**src/hw/ofm_pkg.sv**
```systemverilog
// Package for the output terminal function multiplexer
// Overview of operation
// - Mode bit: 0 makes the dual terminal a pulse output, 1 a switching output.
// - Pulse output frequency never exceeds 50.0 kHz.
// - In switching mode the dual terminal uses its own selector and the shared code table.
// - Six selectors take codes 0 to 25, each routing that condition.
// - Reset: output 1 selects code 1, relay 1 code 3, others code 0.
// - Code 0 holds the terminal off.
// - Code 1 means running forward, code 2 running reverse.
// - Code 3 turns on while any fault is present.
// - Codes 4 and 5 show motor and drive overload pre-warnings.
// - Code 6 shows frequency level detect, code 7 frequency arrival.
// - Code 8 turns on while output frequency is below starting frequency.
// - Code 9 turns on when the count reaches the total count setting.
// - Code 10 turns on when the count reaches the assigned count setting.
// - Code 11 turns on when measured length exceeds the length setting.
// - Code 12 gives one 200 ms pulse per sequence program cycle.
// - Code 13 turns on when running time exceeds the run time setting.
// - Code 14 at upper frequency limit, code 15 at lower limit.
// - Code 16 shows ready: both supplies present, no protection active.
// - Codes 17 and 18 start the first and second boost pumps.
// - Relay 3 and its selector exist only with the extension card fitted.
// - A pulse source selector, codes 0 to 14, picks the pulse frequency quantity.
package ofm_pkg;
    localparam int unsigned CLK_HZ = 100_000_000;
    localparam int unsigned PLC_PULSE_MS = 200;
    localparam int unsigned PLC_PULSE_CYC = PLC_PULSE_MS * (CLK_HZ / 1000);
    localparam int unsigned PULSE_MAX_HZ = 50_000;
    localparam int unsigned QTY_W = 16;
    localparam int unsigned ACC_W = 27;
    localparam int unsigned NQTY = 15;
    localparam int unsigned NSEL = 6;
    localparam int unsigned NCODE = 26;
    localparam int unsigned CNT_W = 32;

    localparam logic [4:0] CODE_OFF = 5'h00;
    localparam logic [4:0] CODE_FWD = 5'h01;
    localparam logic [4:0] CODE_FAULT = 5'h03;
    localparam logic [4:0] CODE_RSV_LO = 5'h13;
    localparam logic [4:0] CODE_MAX = 5'h19;

    localparam int unsigned SEL_OC1 = 0;
    localparam int unsigned SEL_OC2 = 1;
    localparam int unsigned SEL_DUAL = 2;
    localparam int unsigned SEL_RLY1 = 3;
    localparam int unsigned SEL_RLY2 = 4;
    localparam int unsigned SEL_RLY3 = 5;

    localparam logic [7:0] ADDR_MODE = 8'h00;
    localparam logic [7:0] ADDR_SEL0 = 8'h04;
    localparam logic [7:0] ADDR_SEL5 = 8'h18;
    localparam logic [7:0] ADDR_PSRC = 8'h1C;
    localparam logic [7:0] ADDR_STATUS = 8'h20;

    localparam logic MODE_PULSE = 1'b0;
    localparam logic MODE_SWITCH = 1'b1;
    localparam logic MODE_RST = 1'b0;
    localparam logic [4:0] PSRC_RST = 5'h00;
    localparam logic [NSEL-1:0][4:0] SEL_RST = {5'h00, 5'h00, CODE_FAULT, 5'h00, 5'h00, CODE_FWD};

    localparam logic [1:0] RESP_OKAY = 2'b00;
    localparam logic [1:0] RESP_SLVERR = 2'b10;

    typedef logic [NQTY-1:0][QTY_W-1:0] ofm_qty_t;

    typedef struct packed {
        logic fwd_run;
        logic rev_run;
        logic fault;
        logic motor_ol_warn;
        logic drive_ol_warn;
        logic freq_level_detect;
        logic freq_arrival;
        logic plc_cycle_done;
        logic main_power;
        logic ctrl_power;
        logic protect_active;
        logic boost_pump1;
        logic boost_pump2;
        logic [CNT_W-1:0] count_value;
        logic [CNT_W-1:0] total_count_setting;
        logic [CNT_W-1:0] assigned_count_setting;
        logic [CNT_W-1:0] length_value;
        logic [CNT_W-1:0] length_setting;
        logic [CNT_W-1:0] run_time;
        logic [CNT_W-1:0] run_time_setting;
        logic [QTY_W-1:0] out_freq;
        logic [QTY_W-1:0] start_freq;
        logic [QTY_W-1:0] upper_freq_limit;
        logic [QTY_W-1:0] lower_freq_limit;
    } ofm_cond_t;

    typedef struct packed {
        logic mode;
        logic [NSEL-1:0][4:0] sel;
        logic [4:0] psrc;
        logic awready;
        logic wready;
        logic arready;
        logic aw_got;
        logic [7:0] aw_addr;
        logic w_got;
        logic [31:0] wdata;
        logic [3:0] wstrb;
        logic bvalid;
        logic [1:0] bresp;
        logic rvalid;
        logic [31:0] rdata;
        logic [1:0] rresp;
        logic [ACC_W-1:0] acc;
        logic [CNT_W-1:0] plc_cnt;
        logic [NSEL-1:0] term;
    } ofm_state_t;
endpackage

```
**src/hw/ofm_output_mux.sv**
```systemverilog
// Output terminal function multiplexer with AXI4-Lite register slave
module ofm_output_mux #(
    parameter int unsigned PLC_PULSE_CYCLES = ofm_pkg::PLC_PULSE_CYC
) (
    input wire logic mclk_in,
    input wire logic resetn_in,
    input wire ofm_pkg::ofm_cond_t cond_in,
    input wire ofm_pkg::ofm_qty_t pulse_qty_in,
    input wire logic ext_card_present_in,
    input wire logic [7:0] s_axi_awaddr_in,
    input wire logic s_axi_awvalid_in,
    output logic s_axi_awready_out,
    input wire logic [31:0] s_axi_wdata_in,
    input wire logic [3:0] s_axi_wstrb_in,
    input wire logic s_axi_wvalid_in,
    output logic s_axi_wready_out,
    output logic [1:0] s_axi_bresp_out,
    output logic s_axi_bvalid_out,
    input wire logic s_axi_bready_in,
    input wire logic [7:0] s_axi_araddr_in,
    input wire logic s_axi_arvalid_in,
    output logic s_axi_arready_out,
    output logic [31:0] s_axi_rdata_out,
    output logic [1:0] s_axi_rresp_out,
    output logic s_axi_rvalid_out,
    input wire logic s_axi_rready_in,
    output logic oc_output1_out,
    output logic oc_output2_out,
    output logic dual_purpose_terminal_out,
    output logic relay1_out,
    output logic relay2_out,
    output logic relay3_out
);
    import ofm_pkg::*;

    ofm_state_t st_q;
    ofm_state_t st_d;
    logic [NCODE-1:0] cv;
    logic plc_on;

    // Reserved and out-of-range codes fall through to off
    function automatic logic pick_cond(input logic [4:0] code, input logic [NCODE-1:0] v);
        logic r;
        r = 1'b0;
        if (code <= CODE_MAX) begin
            r = v[code];
        end
        return r;
    endfunction

    function automatic logic is_sel_addr(input logic [7:0] a);
        return (a >= ADDR_SEL0) && (a <= ADDR_SEL5) && (a[1:0] == 2'b00);
    endfunction

    function automatic logic is_mapped(input logic [7:0] a);
        return (a == ADDR_MODE) || is_sel_addr(a) || (a == ADDR_PSRC) || (a == ADDR_STATUS);
    endfunction

    assign plc_on = (st_q.plc_cnt != '0);

    // Condition table, index is the selector code
    always_comb begin
        cv = '0;
        cv[0] = 1'b0;
        cv[1] = cond_in.fwd_run;
        cv[2] = cond_in.rev_run;
        cv[3] = cond_in.fault;
        cv[4] = cond_in.motor_ol_warn;
        cv[5] = cond_in.drive_ol_warn;
        cv[6] = cond_in.freq_level_detect;
        cv[7] = cond_in.freq_arrival;
        cv[8] = cond_in.out_freq < cond_in.start_freq;
        cv[9] = cond_in.count_value >= cond_in.total_count_setting;
        cv[10] = cond_in.count_value >= cond_in.assigned_count_setting;
        cv[11] = cond_in.length_value > cond_in.length_setting;
        cv[12] = plc_on;
        cv[13] = cond_in.run_time > cond_in.run_time_setting;
        cv[14] = cond_in.out_freq >= cond_in.upper_freq_limit;
        cv[15] = cond_in.out_freq <= cond_in.lower_freq_limit;
        cv[16] = cond_in.main_power & cond_in.ctrl_power & ~cond_in.protect_active;
        cv[17] = cond_in.boost_pump1;
        cv[18] = cond_in.boost_pump2;
    end

    always_comb begin
        logic [QTY_W-1:0] inc;
        logic [7:0] ra;
        logic [31:0] rd;
        int unsigned wi;
        inc = '0;
        ra = '0;
        rd = '0;
        wi = 0;
        st_d = st_q;

        // Write address and data captured in either order
        if (s_axi_awvalid_in && st_q.awready) begin
            st_d.aw_got = 1'b1;
            st_d.aw_addr = s_axi_awaddr_in;
        end
        if (s_axi_wvalid_in && st_q.wready) begin
            st_d.w_got = 1'b1;
            st_d.wdata = s_axi_wdata_in;
            st_d.wstrb = s_axi_wstrb_in;
        end
        if (st_q.bvalid && s_axi_bready_in) begin
            st_d.bvalid = 1'b0;
        end
        if (st_q.aw_got && st_q.w_got && !st_q.bvalid) begin
            st_d.aw_got = 1'b0;
            st_d.w_got = 1'b0;
            st_d.bvalid = 1'b1;
            st_d.bresp = is_mapped(st_q.aw_addr) ? RESP_OKAY : RESP_SLVERR;
            // Only the low byte holds any field
            if (st_q.wstrb[0]) begin
                if (st_q.aw_addr == ADDR_MODE) begin
                    st_d.mode = st_q.wdata[0];
                end
                if (is_sel_addr(st_q.aw_addr)) begin
                    wi = 32'((st_q.aw_addr - ADDR_SEL0) >> 2);
                    if (wi != SEL_RLY3 || ext_card_present_in) begin
                        st_d.sel[wi] = st_q.wdata[4:0];
                    end
                end
                if (st_q.aw_addr == ADDR_PSRC) begin
                    st_d.psrc = st_q.wdata[4:0];
                end
            end
        end

        // Read
        if (st_q.rvalid && s_axi_rready_in) begin
            st_d.rvalid = 1'b0;
        end
        if (s_axi_arvalid_in && st_q.arready) begin
            ra = s_axi_araddr_in;
            if (ra == ADDR_MODE) begin
                rd = {31'h0000_0000, st_q.mode};
            end
            if (is_sel_addr(ra)) begin
                rd = {27'h000_0000, st_q.sel[32'((ra - ADDR_SEL0) >> 2)]};
            end
            if (ra == ADDR_PSRC) begin
                rd = {27'h000_0000, st_q.psrc};
            end
            if (ra == ADDR_STATUS) begin
                rd = {24'h00_0000, plc_on, ext_card_present_in, st_q.term};
            end
            st_d.rvalid = 1'b1;
            st_d.rdata = rd;
            st_d.rresp = is_mapped(ra) ? RESP_OKAY : RESP_SLVERR;
        end
        st_d.awready = !st_d.aw_got && !st_d.bvalid;
        st_d.wready = !st_d.w_got && !st_d.bvalid;
        st_d.arready = !st_d.rvalid;

        // Selector for the missing relay reads back as off
        if (!ext_card_present_in) begin
            st_d.sel[SEL_RLY3] = CODE_OFF;
        end

        // Sequence cycle pulse, retriggered by each completion
        if (cond_in.plc_cycle_done) begin
            st_d.plc_cnt = CNT_W'(PLC_PULSE_CYCLES);
        end else if (plc_on) begin
            st_d.plc_cnt = st_q.plc_cnt - 1'b1;
        end

        // Phase accumulator, 16-bit step over 27 bits peaks below 50 kHz
        if (st_q.psrc < NQTY) begin
            inc = pulse_qty_in[st_q.psrc];
        end
        if (st_q.mode == MODE_PULSE) begin
            st_d.acc = st_q.acc + ACC_W'(inc);
        end else begin
            st_d.acc = '0;
        end

        for (int i = 0; i < NSEL; i++) begin
            st_d.term[i] = pick_cond(st_q.sel[i], cv);
        end
        if (st_q.mode == MODE_PULSE) begin
            st_d.term[SEL_DUAL] = st_q.acc[ACC_W-1];
        end else begin
            st_d.term[SEL_DUAL] = pick_cond(st_q.sel[SEL_DUAL], cv);
        end
        if (!ext_card_present_in) begin
            st_d.term[SEL_RLY3] = 1'b0;
        end
    end

    always_ff @(posedge mclk_in or negedge resetn_in) begin
        if (!resetn_in) begin
            st_q <= '0;
            st_q.mode <= MODE_RST;
            st_q.sel <= SEL_RST;
            st_q.psrc <= PSRC_RST;
        end else begin
            st_q <= st_d;
        end
    end

    assign s_axi_awready_out = st_q.awready;
    assign s_axi_wready_out = st_q.wready;
    assign s_axi_bvalid_out = st_q.bvalid;
    assign s_axi_bresp_out = st_q.bresp;
    assign s_axi_arready_out = st_q.arready;
    assign s_axi_rvalid_out = st_q.rvalid;
    assign s_axi_rdata_out = st_q.rdata;
    assign s_axi_rresp_out = st_q.rresp;
    assign oc_output1_out = st_q.term[SEL_OC1];
    assign oc_output2_out = st_q.term[SEL_OC2];
    assign dual_purpose_terminal_out = st_q.term[SEL_DUAL];
    assign relay1_out = st_q.term[SEL_RLY1];
    assign relay2_out = st_q.term[SEL_RLY2];
    assign relay3_out = st_q.term[SEL_RLY3];
endmodule

```
**config.mk**
```make
export PLATFORM = sky130hd
export DESIGN_NAME = ofm_output_mux
export DESIGN_NICKNAME = d
export VERILOG_FILES = /design/src/hw/ofm_pkg.sv /design/src/hw/ofm_output_mux.sv
export SDC_FILE = /design/constraint.sdc
export NUM_CORES = 1
export LEC_CHECK = 0
export ABC_AREA = 0
export BUFFER_PORTS_ARGS = -buffer_cell sky130_fd_sc_hd__buf_2
export CAP_MARGIN = 25
export CORE_AREA = 2 2 249 251
export DETAILED_ROUTE_END_ITERATION = 6
export DIE_AREA = 0 0 251 253
export REMOVE_ABC_BUFFERS = 1
export SLEW_MARGIN = 20
export SYNTH_ARGS = -nofsm -noshare
export SYNTH_HDL_FRONTEND = slang
export SYNTH_SLANG_ARGS = --single-unit
```
**constraint.sdc**
```tcl
create_clock -name mclk_in -period 6.95 [get_ports mclk_in]
set_clock_uncertainty 0.2 [all_clocks]
set_input_delay 1.0425 -clock mclk_in [delete_from_list [all_inputs] [get_ports mclk_in]]
set_output_delay 1.0425 -clock mclk_in [all_outputs]
set_load 0.005 [all_outputs]
```
==> run summary <==
Pwr Total = 3.52 mW
Pre-antenna DRT Iters = 5
GPL Wtd Cong = 0.907
Share of post-route cells with drive strength above 1 = 36.3%
Final hold vios = 0
DP Wirelength = 45200 um
Worst EP required = 7.06 ns
Die Y = 253 um
Area contributors post-synth = dfrtp_1 23%, ha_1 18%, mux4_2 12%
Post-synthesis async set-or-reset flop share = 100%
Synthesized area per cell = 9.10 um^2
Post_cts resized = 0
RSZ-0062 raised after global routing = false
Largest net degree at the start of global routing = 96
Num CTS Buffers = 17
Cells after Synth = 1565
DP Area = 17900 um^2
Library cells used by synthesis = 77
H-tree level count = 4
Area of the multi-input gates = 9790 um^2
Dpl cells = 2896
Maxcap violations = 0
Core footprint = 61000 um^2
Place WS = 1.71 ns
Static Leak = 9.22 nW
Detailed Route Iter0 Violations = 969
Area grow syn2layout = 30.6%
Max-Slew Margin vs Limit = 36.3%
Status = finished clean
Total GRT Usage = 16.0%
Reg area = 3310 um^2
Die Area = 63500 um^2
DRC viols = 0
Nets@finish = 2930
Initial antenna violation count = 18
CP endpoint kind = register
Avg Vias per Cell = 4.74
IO Port Bufs = 591
Synth Cell Area = 14200 um^2
CTS Sinks = 132
Period utilization = 76.8%
Sequential area share after synthesis = 23.2%
Worst path max stage delay = 0.95 ns
Setup_tns = 0 ns
Final WS setup = 1.61 ns
VDD IR max = 128 uV
Top FF cell, synth = dfrtp_1
Boundary pin count = 648
Worst hold slack = 0.275 ns
Global-route wire length before repair = 77200 um
Worst-margin pin slew = 0.956 ns
Clock-pin slew on the worst setup and hold paths = 0.06 ns
Fin crit period = 5.34 ns
Antenna Nets Post-Route = 0
Max FO, Critical Path = 46
Final Non-Filler Cells = 2938
Total congestion overflow = 0
Final WL = 53000 um
Synth warn = 0
Post-synthesis register bit count = 132
CTS Hold Bufs = 0
CTS Root Cell = clkbuf_16
Critical path's top delay family = compound AO/OA/AOI/OAI gates
Vias in the first global route = 13.1k
Hold WC Path Type = register to register
Slowest stage cell, crit path = dfrtp_4
PwrDens = 189 nW/um^2
Critical setup path kind = register to register
Routed wire per std cell = 18.0 um
Final slew viol count = 0
# fillers = 6537
Starting Density = 23.3%
Worst-path cell chain = buf_4, mux4_2, nor2b_1, a211oi_1, a211o_1, inv_1, ha_1, a21o_1, a21o_1, nand2_1, o2bb2ai_1, o41ai_1, o22a_1, nand4_1, mux2_2
Rows = 91
Utilization after layout = 30.5%
Fin area = 18600 um^2
Post-CTS setup buffer count = 0
Vias = 13.9k
Share of the synthesized area in the top cell type = 22.7%
Final setup violation count = 0
EDFF count, synth = 0
Max clock buf depth = 2
Achievable Freq = 187 MHz
CTS tree = yes
Cell taking the most area after synthesis = dfrtp_1
Number of buffers and inverters on the critical path = 2
Crit path launch type = register
Worst Path Arrival = 5.45 ns
Die width = 251 um
Clock Latency Late Sink = 0.43 ns
CP dominant cell by count = a21o_1
==> kinds of logic (layout without fill, tap and decap cells) <==
logic type | Yosys count | in the layout | share of synthesized area (%)
compound gates | 322 | 322 | 14.5
flops | 132 | 132 | 23.2
fa+ha+maj | 203 | 203 | 17.9
mux | 162 | 162 | 18.3
buf+inv | 294 | 843 | 8.74
simple gates | 414 | 414 | 15.0
xor+xnor | 37 | 37 | 2.28
other cells | 1 | 35 | 0.0263
==> routing by layer <==
| layer | vias up | track usage, % | share of wire [%] |
|---|---|---|---|
| li1 | 6784 | - | - |
| met2 | 507 | 23.3 | 44 |
| met1 | 6549 | 23.3 | 46 |
| met5 | - | 0 | 0.15 |
| met4 | 16 | 2.65 | 1.1 |
| met3 | 57 | 4.89 | 9.0 |
==> placed cells by master, fill, tap and decap left out, drive strengths merged, types with 31 or more instances in the layout <==
cell,count
mux2,47
mux4,74
nor2,100
dfrtp,129
mux2i,41
inv,208
ha,202
o21ai,76
nand2,96
buf,604
nand4,31
nor2b,42
a21oi,96
==> report_power, final <==
part / switching, mW / internal [mW]
registers: 0.173 / 0.923
clock network: 0.350 / 0.647
logic: 0.730 / 0.699
==> cell usage after synthesis, types with 4 or more instances <==
library cell and count:
nand3b_1 6, a31oi_1 10, nor3b_1 5, a21o_1 17, or4_1 9, o22ai_1 12
xor2_1 16, buf_1 8, xnor2_1 21, mux2_2 47, a222oi_1 4, nor4_1 12
o311ai_0 4, ha_1 202, inv_1 207, o21a_1 7, nor2_1 100, buf_2 4
or2_2 4, nand3_1 25, a211oi_1 24, or3_1 10, a21oi_1 96, nand4_1 31
buf_4 36, o211ai_1 9, a2111oi_0 7, nand2b_1 20, dfrtp_1 129, clkbuf_1 38
a221oi_1 8, a211o_1 6, nor3_1 26, mux2i_1 41, and3_1 9, nor2b_1 42
a311oi_1 7, mux4_2 74, nand2_1 95, o22a_1 6, and4_1 6, a22o_1 5
o21ai_0 75
==> registers in the layout (all words and copies together) (netlist names) <==
| signal | flops |
|---|---|
| dual_purpose_terminal_out | 1 |
| oc_output1_out | 1 |
| oc_output2_out | 1 |
| relay1_out | 1 |
| relay2_out | 1 |
| relay3_out | 1 |
| s_axi_arready_out | 1 |
| s_axi_awready_out | 1 |
| s_axi_bresp_out | 1 |
| s_axi_bvalid_out | 1 |
| s_axi_rdata_out | 8 |
| s_axi_rresp_out | 1 |
| s_axi_rvalid_out | 1 |
| s_axi_wready_out | 1 |
| st_q | 111 |
==> worst register-to-register path, cell delays in order, from the launching register on <==
cell and delay (ns):
dfrtp_4 0.95, buf_4 0.45, mux4_2 0.56, nor2b_1 0.15, a211oi_1 0.26, a211o_1 0.28, inv_1 0.08, ha_1 0.27
a21o_1 0.10, a21o_1 0.14, nand2_1 0.08, o2bb2ai_1 0.20, o41ai_1 0.76, o22a_1 0.34, nand4_1 0.13, mux2_2 0.28
==> area by class of cell <==
| type | count | area share, % |
|---|---|---|
| Tap cell | 790 | 5.31 |
| Sequential cell | 132 | 17.8 |
| Clock buffer | 20 | 2.40 |
| Clock inverter | 12 | 1.09 |
| Antenna cell | 9 | 0.121 |
| Inverter | 207 | 4.18 |
| Timing Repair Buffer | 604 | 16.4 |
| Multi-Input combinational cell | 1164 | 52.6 |
==> worst paths after layout <==
path	startpoint	end	slack, ns	depth (start not counted)
worst max register to register	st_q[152]	st_q[57]	1.61	15
max in group asynchronous	resetn_in	st_q[38]	5.01	2
worst min register to register	s_axi_rdata_out[5]	s_axi_rdata_out[5]	0.28	2
worst max-delay path	st_q[152]	st_q[57]	1.61	15
worst min-delay path	s_axi_rdata_out[5]	s_axi_rdata_out[5]	0.28	2
min in group asynchronous	resetn_in	s_axi_rdata_out[4]	0.44	1
No activity file was read; power rests on OpenSTA's default activity.
